<file path="config.mk">
export PLATFORM = sky130hd
export DESIGN_NAME = flash_cmd_autoselect_ctrl
export DESIGN_NICKNAME = d
export VERILOG_FILES = /design/src/verilog/flash_bus_cycle.v /design/src/verilog/flash_cmd_autoselect_ctrl.v
export VERILOG_INCLUDE_DIRS = /design/src /design/src/verilog
export SDC_FILE = /design/constraint.sdc
export NUM_CORES = 1
export LEC_CHECK = 0
export BUFFER_PORTS_ARGS = -buffer_cell sky130_fd_sc_hd__buf_2
export CAP_MARGIN = 20
export CORE_MARGIN = 8
export CORE_UTILIZATION = 45
export DETAILED_ROUTE_END_ITERATION = 10
export PLACE_DENSITY_LB_ADDON = 0.3
export SYNTH_ARGS = -nofsm -noshare
export SYNTH_HDL_FRONTEND = slang
export SYNTH_SLANG_ARGS = --single-unit
</file>
<file path="constraint.sdc">
create_clock -name clk -period 2.5 [get_ports clk]
set_input_delay 0.375 -clock clk [delete_from_list [all_inputs] [get_ports clk]]
set_output_delay 0.375 -clock clk [all_outputs]
set_load 0.05 [all_outputs]
</file>
<file path="src/verilog/flash_cmd_map.vh">
// Constants for the host-side flash command controller
`ifndef FLASH_CMD_MAP_VH
`define FLASH_CMD_MAP_VH

// Bus geometry
`define ADDR_W 19
`define DATA_W 8
`define SECTOR_W 3
`define SECTOR_LSB 16

// Command words, plain defaults for the parameters
`define UNLOCK1_ADDR 19'h00555
`define UNLOCK1_DATA 8'hAA
`define UNLOCK2_ADDR 19'h002AA
`define UNLOCK2_DATA 8'h55
`define ID_CMD_DATA 8'h90
`define RESET_CMD_DATA 8'hF0

// Identification read addresses
`define ID_ADDR_MAKER 19'h00000
`define ID_ADDR_PART 19'h00001
`define ID_ADDR_PROT 19'h00002
`define HV_ADDR_BIT 9
`define HV_A1_BIT 1
`define HV_A0_BIT 0

// Timing, in ns and derived cycles at the clock rate
`define CLK_MHZ 20
`define T_WP_NS 35
`define T_ACC_NS 70
`define CYC_OF(ns) (((ns) * `CLK_MHZ + 999) / 1000)
`define SYNC_CYC 2

// User operations
`define OP_W 3
`define OP_READ_ARRAY 3'h0
`define OP_ID_ENTER 3'h1
`define OP_ID_MAKER 3'h2
`define OP_ID_PART 3'h3
`define OP_ID_PROT 3'h4
`define OP_RESET 3'h5
`define OP_WRITE_RAW 3'h6
`define OP_HV_READ 3'h7

// Step indices within an operation
`define STEP_W 2
`define STEP_ID_READ 2'h3
`define STEP_ARRAY_READ 2'h1

`endif

</file>
<file path="src/verilog/flash_bus_cycle.v">
// One timed read or write cycle on the flash pins
`timescale 1ns/100ps
`include "flash_cmd_map.vh"
module flash_bus_cycle #(
	parameter AW = `ADDR_W,
	parameter DW = `DATA_W,
	parameter WP_CYC = `CYC_OF(`T_WP_NS),
	parameter ACC_CYC = `CYC_OF(`T_ACC_NS)
) (
	// Clock and reset
	input wire clk,
	input wire resetn,
	// Cycle request
	input wire start,
	input wire wr,
	input wire hv,
	input wire [AW-1:0] addr,
	input wire [DW-1:0] wdata,
	output wire idle,
	output reg done_reg,
	output reg [DW-1:0] rdata_reg,
	// Flash pins
	output reg ce_n_reg,
	output reg oe_n_reg,
	output reg we_n_reg,
	output reg [AW-1:0] addr_pin_reg,
	output reg [DW-1:0] dq_out_reg,
	output reg dq_oe_n_reg,
	input wire [DW-1:0] dq_in,
	output reg id_hv_en_reg
);
	localparam S_IDLE = 4'h1;
	localparam S_SETUP = 4'h2;
	localparam S_STROBE = 4'h4;
	localparam S_HOLD = 4'h8;
	localparam integer WP_INT = WP_CYC;
	localparam integer RD_SUM = ACC_CYC + `SYNC_CYC;
	// Strobe counts always fit a byte, so the cut to eight bits is deliberate
	localparam [7:0] WP_LEN = WP_INT[7:0];
	localparam [7:0] RD_LEN = RD_SUM[7:0];

	reg [3:0] state_reg;
	reg [7:0] cnt_reg;
	reg wr_reg;
	reg [DW-1:0] dq_s1_reg;
	reg [DW-1:0] dq_s2_reg;

	assign idle = state_reg == S_IDLE;

	// Data pins pass two flops; only the second is ever sampled
	always @(posedge clk) begin
		dq_s1_reg <= dq_in;
		dq_s2_reg <= dq_s1_reg;
	end

	// Cycle sequencer: select first, strobe second, strobe released before select
	always @(posedge clk) begin
		if (!resetn) begin
			state_reg <= S_IDLE;
			cnt_reg <= 8'h00;
			wr_reg <= 1'b0;
			done_reg <= 1'b0;
			rdata_reg <= {DW{1'b0}};
			ce_n_reg <= 1'b1;
			oe_n_reg <= 1'b1;
			we_n_reg <= 1'b1; // strobes idle high out of reset
			addr_pin_reg <= {AW{1'b0}};
			dq_out_reg <= {DW{1'b0}};
			dq_oe_n_reg <= 1'b1;
			id_hv_en_reg <= 1'b0;
		end else begin
			done_reg <= 1'b0;
			case (state_reg)
				S_IDLE: begin
					if (start) begin
						wr_reg <= wr;
						addr_pin_reg <= addr;
						dq_out_reg <= wdata;
						dq_oe_n_reg <= ~wr;
						id_hv_en_reg <= hv;
						ce_n_reg <= 1'b0;
						state_reg <= S_SETUP;
					end
				end
				S_SETUP: begin
					// Write strobe falls after select, so its edge takes the address
					if (wr_reg) begin
						we_n_reg <= 1'b0; // output enable stays high
						cnt_reg <= WP_LEN - 8'h01;
					end else begin
						oe_n_reg <= 1'b0;
						cnt_reg <= RD_LEN - 8'h01;
					end
					state_reg <= S_STROBE;
				end
				S_STROBE: begin
					if (cnt_reg == 8'h00) begin
						// Write strobe rises first while data still driven
						we_n_reg <= 1'b1;
						oe_n_reg <= 1'b1;
						if (!wr_reg)
							rdata_reg <= dq_s2_reg;
						state_reg <= S_HOLD;
					end else begin
						cnt_reg <= cnt_reg - 8'h01;
					end
				end
				S_HOLD: begin
					ce_n_reg <= 1'b1;
					dq_oe_n_reg <= 1'b1;
					id_hv_en_reg <= 1'b0;
					done_reg <= 1'b1;
					state_reg <= S_IDLE;
				end
				default: state_reg <= S_IDLE;
			endcase
		end
	end
endmodule // flash_bus_cycle

</file>
<file path="src/verilog/flash_cmd_autoselect_ctrl.v">
// Host controller issuing identification, reset and raw cycles to a byte flash
`timescale 1ns/100ps
`include "flash_cmd_map.vh"
module flash_cmd_autoselect_ctrl #(
	parameter AW = `ADDR_W,
	parameter DW = `DATA_W,
	parameter [`ADDR_W-1:0] UNLOCK1_ADDR = `UNLOCK1_ADDR,
	parameter [`DATA_W-1:0] UNLOCK1_DATA = `UNLOCK1_DATA,
	parameter [`ADDR_W-1:0] UNLOCK2_ADDR = `UNLOCK2_ADDR,
	parameter [`DATA_W-1:0] UNLOCK2_DATA = `UNLOCK2_DATA,
	parameter [`DATA_W-1:0] ID_CMD_DATA = `ID_CMD_DATA,
	parameter [`DATA_W-1:0] RESET_CMD_DATA = `RESET_CMD_DATA
) (
	// Clock and reset
	input wire clk,
	input wire resetn,
	// Command port
	input wire cmd_valid,
	output wire cmd_ready,
	input wire [`OP_W-1:0] cmd_op,
	input wire [AW-1:0] cmd_addr,
	input wire [DW-1:0] cmd_data,
	input wire [`SECTOR_W-1:0] cmd_sector,
	input wire [1:0] cmd_hv_sel,
	// Answer
	output reg resp_valid_reg,
	output reg [DW-1:0] resp_data_reg,
	output reg resp_protected_reg,
	output reg id_mode_reg,
	// Supply state, high when above the lockout threshold
	input wire supply_ok,
	// Flash pins
	output wire ce_n,
	output wire oe_n,
	output wire we_n,
	output wire [AW-1:0] addr_pin,
	output wire [DW-1:0] byte_data_lines_out,
	output wire byte_data_lines_oe_n,
	input wire [DW-1:0] byte_data_lines_in,
	output wire id_hv_en
);
	localparam M_IDLE = 3'h1;
	localparam M_ISSUE = 3'h2;
	localparam M_WAIT = 3'h4;

	reg [2:0] state_reg;
	reg [`OP_W-1:0] op_reg;
	reg [AW-1:0] addr_reg;
	reg [DW-1:0] data_reg;
	reg [`SECTOR_W-1:0] sector_reg;
	reg [1:0] hv_sel_reg;
	reg [`STEP_W-1:0] step_reg;
	reg sup_s1_reg;
	reg sup_s2_reg;
	reg step_wr;
	reg step_hv;
	reg step_last;
	reg [AW-1:0] step_addr;
	reg [DW-1:0] step_data;
	wire cyc_idle;
	wire cyc_done;
	wire [DW-1:0] cyc_rdata;

	// Identification read address: sector in the top bits for the protection read only
	function [AW-1:0] id_addr;
		input [`OP_W-1:0] op;
		input [`SECTOR_W-1:0] sec;
		begin
			id_addr = `ID_ADDR_MAKER;
			if (op == `OP_ID_PART)
				id_addr = `ID_ADDR_PART;
			else if (op == `OP_ID_PROT) begin
				id_addr = `ID_ADDR_PROT;
				id_addr[AW-1:`SECTOR_LSB] = sec;
			end
		end
	endfunction

	// Supply level is asynchronous: two flops before use
	always @(posedge clk) begin
		sup_s1_reg <= supply_ok;
		sup_s2_reg <= sup_s1_reg;
	end

	// No command while the supply is low; the flash ignores writes then
	assign cmd_ready = (state_reg == M_IDLE) && sup_s2_reg && resetn;

	// Cycle content for the current step of the current operation
	always @* begin
		step_wr = 1'b1;
		step_hv = 1'b0;
		step_last = 1'b1;
		step_addr = {AW{1'b0}};
		step_data = RESET_CMD_DATA; // address bits left zero
		case (op_reg)
			`OP_ID_ENTER, `OP_ID_MAKER, `OP_ID_PART, `OP_ID_PROT: begin
				// Two unlock writes then the identification byte
				step_last = (op_reg == `OP_ID_ENTER) ? (step_reg == 2'h2) :
					(step_reg == `STEP_ID_READ);
				case (step_reg)
					2'h0: begin
						step_addr = UNLOCK1_ADDR;
						step_data = UNLOCK1_DATA;
					end
					2'h1: begin
						step_addr = UNLOCK2_ADDR;
						step_data = UNLOCK2_DATA;
					end
					2'h2: begin
						step_addr = UNLOCK1_ADDR;
						step_data = ID_CMD_DATA;
					end
					default: begin
						step_wr = 1'b0;
						step_addr = id_addr(op_reg, sector_reg);
					end
				endcase
			end
			`OP_READ_ARRAY: begin
				// Step 0 leaves identification mode first
				step_last = step_reg == `STEP_ARRAY_READ;
				if (step_reg == `STEP_ARRAY_READ) begin
					step_wr = 1'b0;
					step_addr = addr_reg;
				end
			end
			`OP_WRITE_RAW: begin
				step_addr = addr_reg;
				step_data = data_reg;
			end
			`OP_HV_READ: begin
				// High-voltage method: address pins pick the code
				step_wr = 1'b0;
				step_hv = 1'b1;
				step_addr = {AW{1'b0}};
				step_addr[AW-1:`SECTOR_LSB] = sector_reg;
				step_addr[`HV_A1_BIT] = hv_sel_reg[1];
				step_addr[`HV_A0_BIT] = hv_sel_reg[0];
			end
			default: begin
				step_addr = {AW{1'b0}};
			end
		endcase
	end

	// Operation sequencer
	always @(posedge clk) begin
		if (!resetn) begin
			state_reg <= M_IDLE;
			op_reg <= `OP_RESET;
			addr_reg <= {AW{1'b0}};
			data_reg <= {DW{1'b0}};
			sector_reg <= {`SECTOR_W{1'b0}};
			hv_sel_reg <= 2'h0;
			step_reg <= 2'h0;
			resp_valid_reg <= 1'b0;
			resp_data_reg <= {DW{1'b0}};
			resp_protected_reg <= 1'b0;
			id_mode_reg <= 1'b0; // flash powers up in array read
		end else begin
			resp_valid_reg <= 1'b0;
			case (state_reg)
				M_IDLE: begin
					if (cmd_valid && cmd_ready) begin
						op_reg <= cmd_op;
						addr_reg <= cmd_addr;
						data_reg <= cmd_data;
						sector_reg <= cmd_sector;
						hv_sel_reg <= cmd_hv_sel;
						// In identification mode reads need no new entry
						step_reg <= 2'h0;
						if (id_mode_reg && (cmd_op == `OP_ID_MAKER ||
							cmd_op == `OP_ID_PART || cmd_op == `OP_ID_PROT))
							step_reg <= `STEP_ID_READ;
						if (!id_mode_reg && cmd_op == `OP_READ_ARRAY)
							step_reg <= `STEP_ARRAY_READ;
						state_reg <= M_ISSUE;
					end
				end
				M_ISSUE: begin
					if (cyc_idle)
						state_reg <= M_WAIT;
				end
				M_WAIT: begin
					if (cyc_done) begin
						if (step_last) begin
							resp_valid_reg <= 1'b1;
							resp_data_reg <= step_wr ? step_data : cyc_rdata;
							resp_protected_reg <= !step_wr && cyc_rdata[0];
							case (op_reg)
								`OP_ID_ENTER, `OP_ID_MAKER, `OP_ID_PART, `OP_ID_PROT:
									id_mode_reg <= 1'b1;
								// Reset byte ends any mode or pending sequence
								`OP_RESET, `OP_READ_ARRAY:
									id_mode_reg <= 1'b0;
								`OP_WRITE_RAW:
									if (data_reg == RESET_CMD_DATA)
										id_mode_reg <= 1'b0;
								default:
									id_mode_reg <= id_mode_reg;
							endcase
							state_reg <= M_IDLE;
						end else begin
							step_reg <= step_reg + 2'h1;
							state_reg <= M_ISSUE;
						end
					end
				end
				default: state_reg <= M_IDLE;
			endcase
			// Lockout resets the flash command state; it must win over an entry
			// finishing in the same cycle, since the flash ignored those writes
			if (!sup_s2_reg)
				id_mode_reg <= 1'b0;
		end
	end

	// Pin cycle engine
	flash_bus_cycle #(
		.AW(AW),
		.DW(DW)
	) u_cycle (
		.clk(clk),
		.resetn(resetn),
		.start(state_reg == M_ISSUE),
		.wr(step_wr),
		.hv(step_hv),
		.addr(step_addr),
		.wdata(step_data),
		.idle(cyc_idle),
		.done_reg(cyc_done),
		.rdata_reg(cyc_rdata),
		.ce_n_reg(ce_n),
		.oe_n_reg(oe_n),
		.we_n_reg(we_n),
		.addr_pin_reg(addr_pin),
		.dq_out_reg(byte_data_lines_out),
		.dq_oe_n_reg(byte_data_lines_oe_n),
		.dq_in(byte_data_lines_in),
		.id_hv_en_reg(id_hv_en)
	);
endmodule // flash_cmd_autoselect_ctrl

</file>
==> run metrics <==
Final nets 729; setup TNS 0 ps; vias per cell 5.53; WS Path Type reg2reg; Die Y 123 um; Hold Path Class in2reg; sw frac 25.1%; status finished clean; Static Leakage 0.00261 uW; setup ws final 180 ps; top cells by count, synth dfxtp_1, nand2_1, a21oi_1, nor2_1, clkbuf_1; vias in the first global route 4548; Reg-to-Reg Start step_reg[1]; clock-pin slew on the worst setup and hold paths 60 ps; hold path start supply_ok; num rows 39; Tmin final 2320 ps; clk buf depth 2; clock latency on the worst-skew pair 420 ps; CTS Buf Count 17; number of port buffers 90; WL met1 6070 um; crit end category flop; top-area cell type share of the netlist area 47.8%; overall routing resource usage 19.4%; Slew Viols, Final 0; CORE AREA 11300 um^2; WL per Instance 16.9 um; clk_skew 11.2 ps; Routed WL 14000 um; final setup fails 0; Power Density 833 nW/um^2; die width 123 um; Iteration-0 DRC Markers 476; TritonCTS clock tree built; Final period util 92.8%; fin area 6430 um^2; Post-synth EDFFs 0; RSZ-0062 raised after global routing no; Antenna Nets Post-Route 0; Final GP Congestion 0.853; Worst Tran Pin Value 1020 ps; R2R depth 6; sequential area share after synthesis 47.8%; Rel. slew slack 32.0%; r2r setup slk 180 ps; WL met3 929 um; via count 4588; Max IR drop VDD 0.000513 V; first drt pass iteration count 5; clock share of power 48.6%; post-CTS sizing 0; antenna fix cells 0; Post-CTS Setup Repair Bufs 0; sequential cell area 2460 um^2; Root Buffer clkbuf_16; syn nets 636; CP arrival 2680 ps; reg2reg end u_cycle.addr_pin_reg[18]; top-count cell post-synth dfxtp_1; Synth Area per Inst 8.89 um^2; crit path max fanout 12; asr flop ratio synth 0%; clock sink total 123; share of layout cells above drive strength 1 23.6%; Startpoint Class flop; top routing layer in use met4; multi-input logic area 2480 um^2; Netlist cell types 68; Synth warnings 0; Final Hold Viols 0; Seq pwr share 39.9%; fill count 1034; initial antenna violation count 0; #FFs+latches synth 123; cell taking the most area after synthesis dfxtp_1; max_cap viols 0; Die ar. 15100 um^2; Placed Area 5790 um^2; hold path depth 1; Initial Utilization 45.5%; IO Pins 91; # hold bufs at CTS 0; Comb power frac 11.4%; largest net degree at the start of global routing 58; fin util 56.8%; Worst Hold End sup_s1_reg; Fmax 431 MHz; Max H-tree Level 4; area of the mapped netlist 5160 um^2; Detail Placement HPWL 9960 um; Worst Path Required 2860 ps; met2 wire len 6810 um; sw power 1350 uW; ranking of synthesized cells by area dfxtp_1, nand2_1, a21oi_1; first-pass GRT wire length 22900 um; pre-CTS setup slack 179 ps; DRC Markers 0; cells after synthesis 580; global route overflow 0; Internal 4010 uW; Synth Flop Type dfxtp_1; area grow syn2layout 24.7%
-- placed cells by master, fill, tap and decap left out, types with 5 or more instances in the layout --
master / Yosys / routed
and2_1: 11 / 11
mux2i_1: 11 / 11
inv_1: 14 / 13
a22oi_1: 5 / 5
nor2b_1: 10 / 10
buf_2: 5 / 90
nor3b_1: 5 / 5
o211ai_1: 7 / 7
nor2_1: 27 / 27
clkbuf_16: 0 / 17
ha_1: 9 / 9
dfxtp_1: 123 / 123
a21oi_1: 48 / 48
nand2_1: 103 / 103
buf_4: 0 / 22
a31oi_1: 7 / 7
nand3_1: 16 / 16
o21ai_0: 21 / 21
a2111o_1: 5 / 5
nor3_1: 8 / 8
o22ai_1: 9 / 9
a221o_1: 11 / 11
nand2b_1: 11 / 11
-- logic make-up after synthesis --
| group | synth area share [%] |
|---|---|
| AO/OA/AOI/OAI | 20.6 |
| XOR/XNOR | 0.340 |
| AND/OR/NAND/NOR | 22.2 |
| buffers and inverters | 4.12 |
| multiplexers | 2.79 |
| flip-flops | 47.8 |
| adder cells (fa/ha/maj) | 2.18 |
-- layout make-up --
type                       count  share of cell area, %
clock inverter                11                   2.59
clock buffer                  21                   7.32
sequential                   123                   38.3
inverter                      15                  0.875
timing repair buffer         112                   9.57
tap                          143                   2.78
multi-input combinational    404                   38.6
-- how the worst max path moves through the flow --
stage | startpoint | endpoint | slack [ps] | depth (start not counted)
6_report | step_reg[1] | u_cycle.addr_pin_reg[18] | 180 | 6
5_1_grt | step_reg[1] | u_cycle.addr_pin_reg[18] | 40 | 6
3_3_place_gp | step_reg[1] | u_cycle.addr_pin_reg[17] | 290 | 7
3_5_place_dp | step_reg[1] | u_cycle.addr_pin_reg[18] | 180 | 6
4_1_cts | step_reg[1] | u_cycle.addr_pin_reg[18] | 150 | 6
2_1_floorplan | step_reg[1] | resp_data_reg[3] | 450 | 8
-- power groups by stage --
stage | Sequential [uW] | Clock, uW | Combinational, uW
after floorplan | 2220 | 0 | 358
after global placement | 2170 | 0 | 597
after detailed placement | 2180 | 0 | 609
after CTS | 2140 | 2650 | 612
after global routing | 2150 | 2750 | 672
final | 2140 | 2610 | 612
-- worst max-delay path, stage by stage (launching register included) --
cell	delay, ps
dfxtp_1	340
inv_1	140
ha_1	380
or3b_2	510
a21oi_1	210
and2_1	450
a221o_1	240
-- layer usage --
layer	vias to the layer above	track usage, %
met5	-	0
met4	0	7.37
met2	142	31.8
li1	2268	-
met1	2155	23.6
met3	23	5.80
-- per-stage QoR --
step	total power (uW)	hold slack (ps)	instances
5_1_grt	5570	38.1	829
3_3_place_gp	2770	312	797
4_1_cts	5390	37.9	829
6_report	5360	58.2	829
3_5_place_dp	2790	312	797
2_1_floorplan	2570	310	580
No activity file was read; power rests on OpenSTA's default activity.
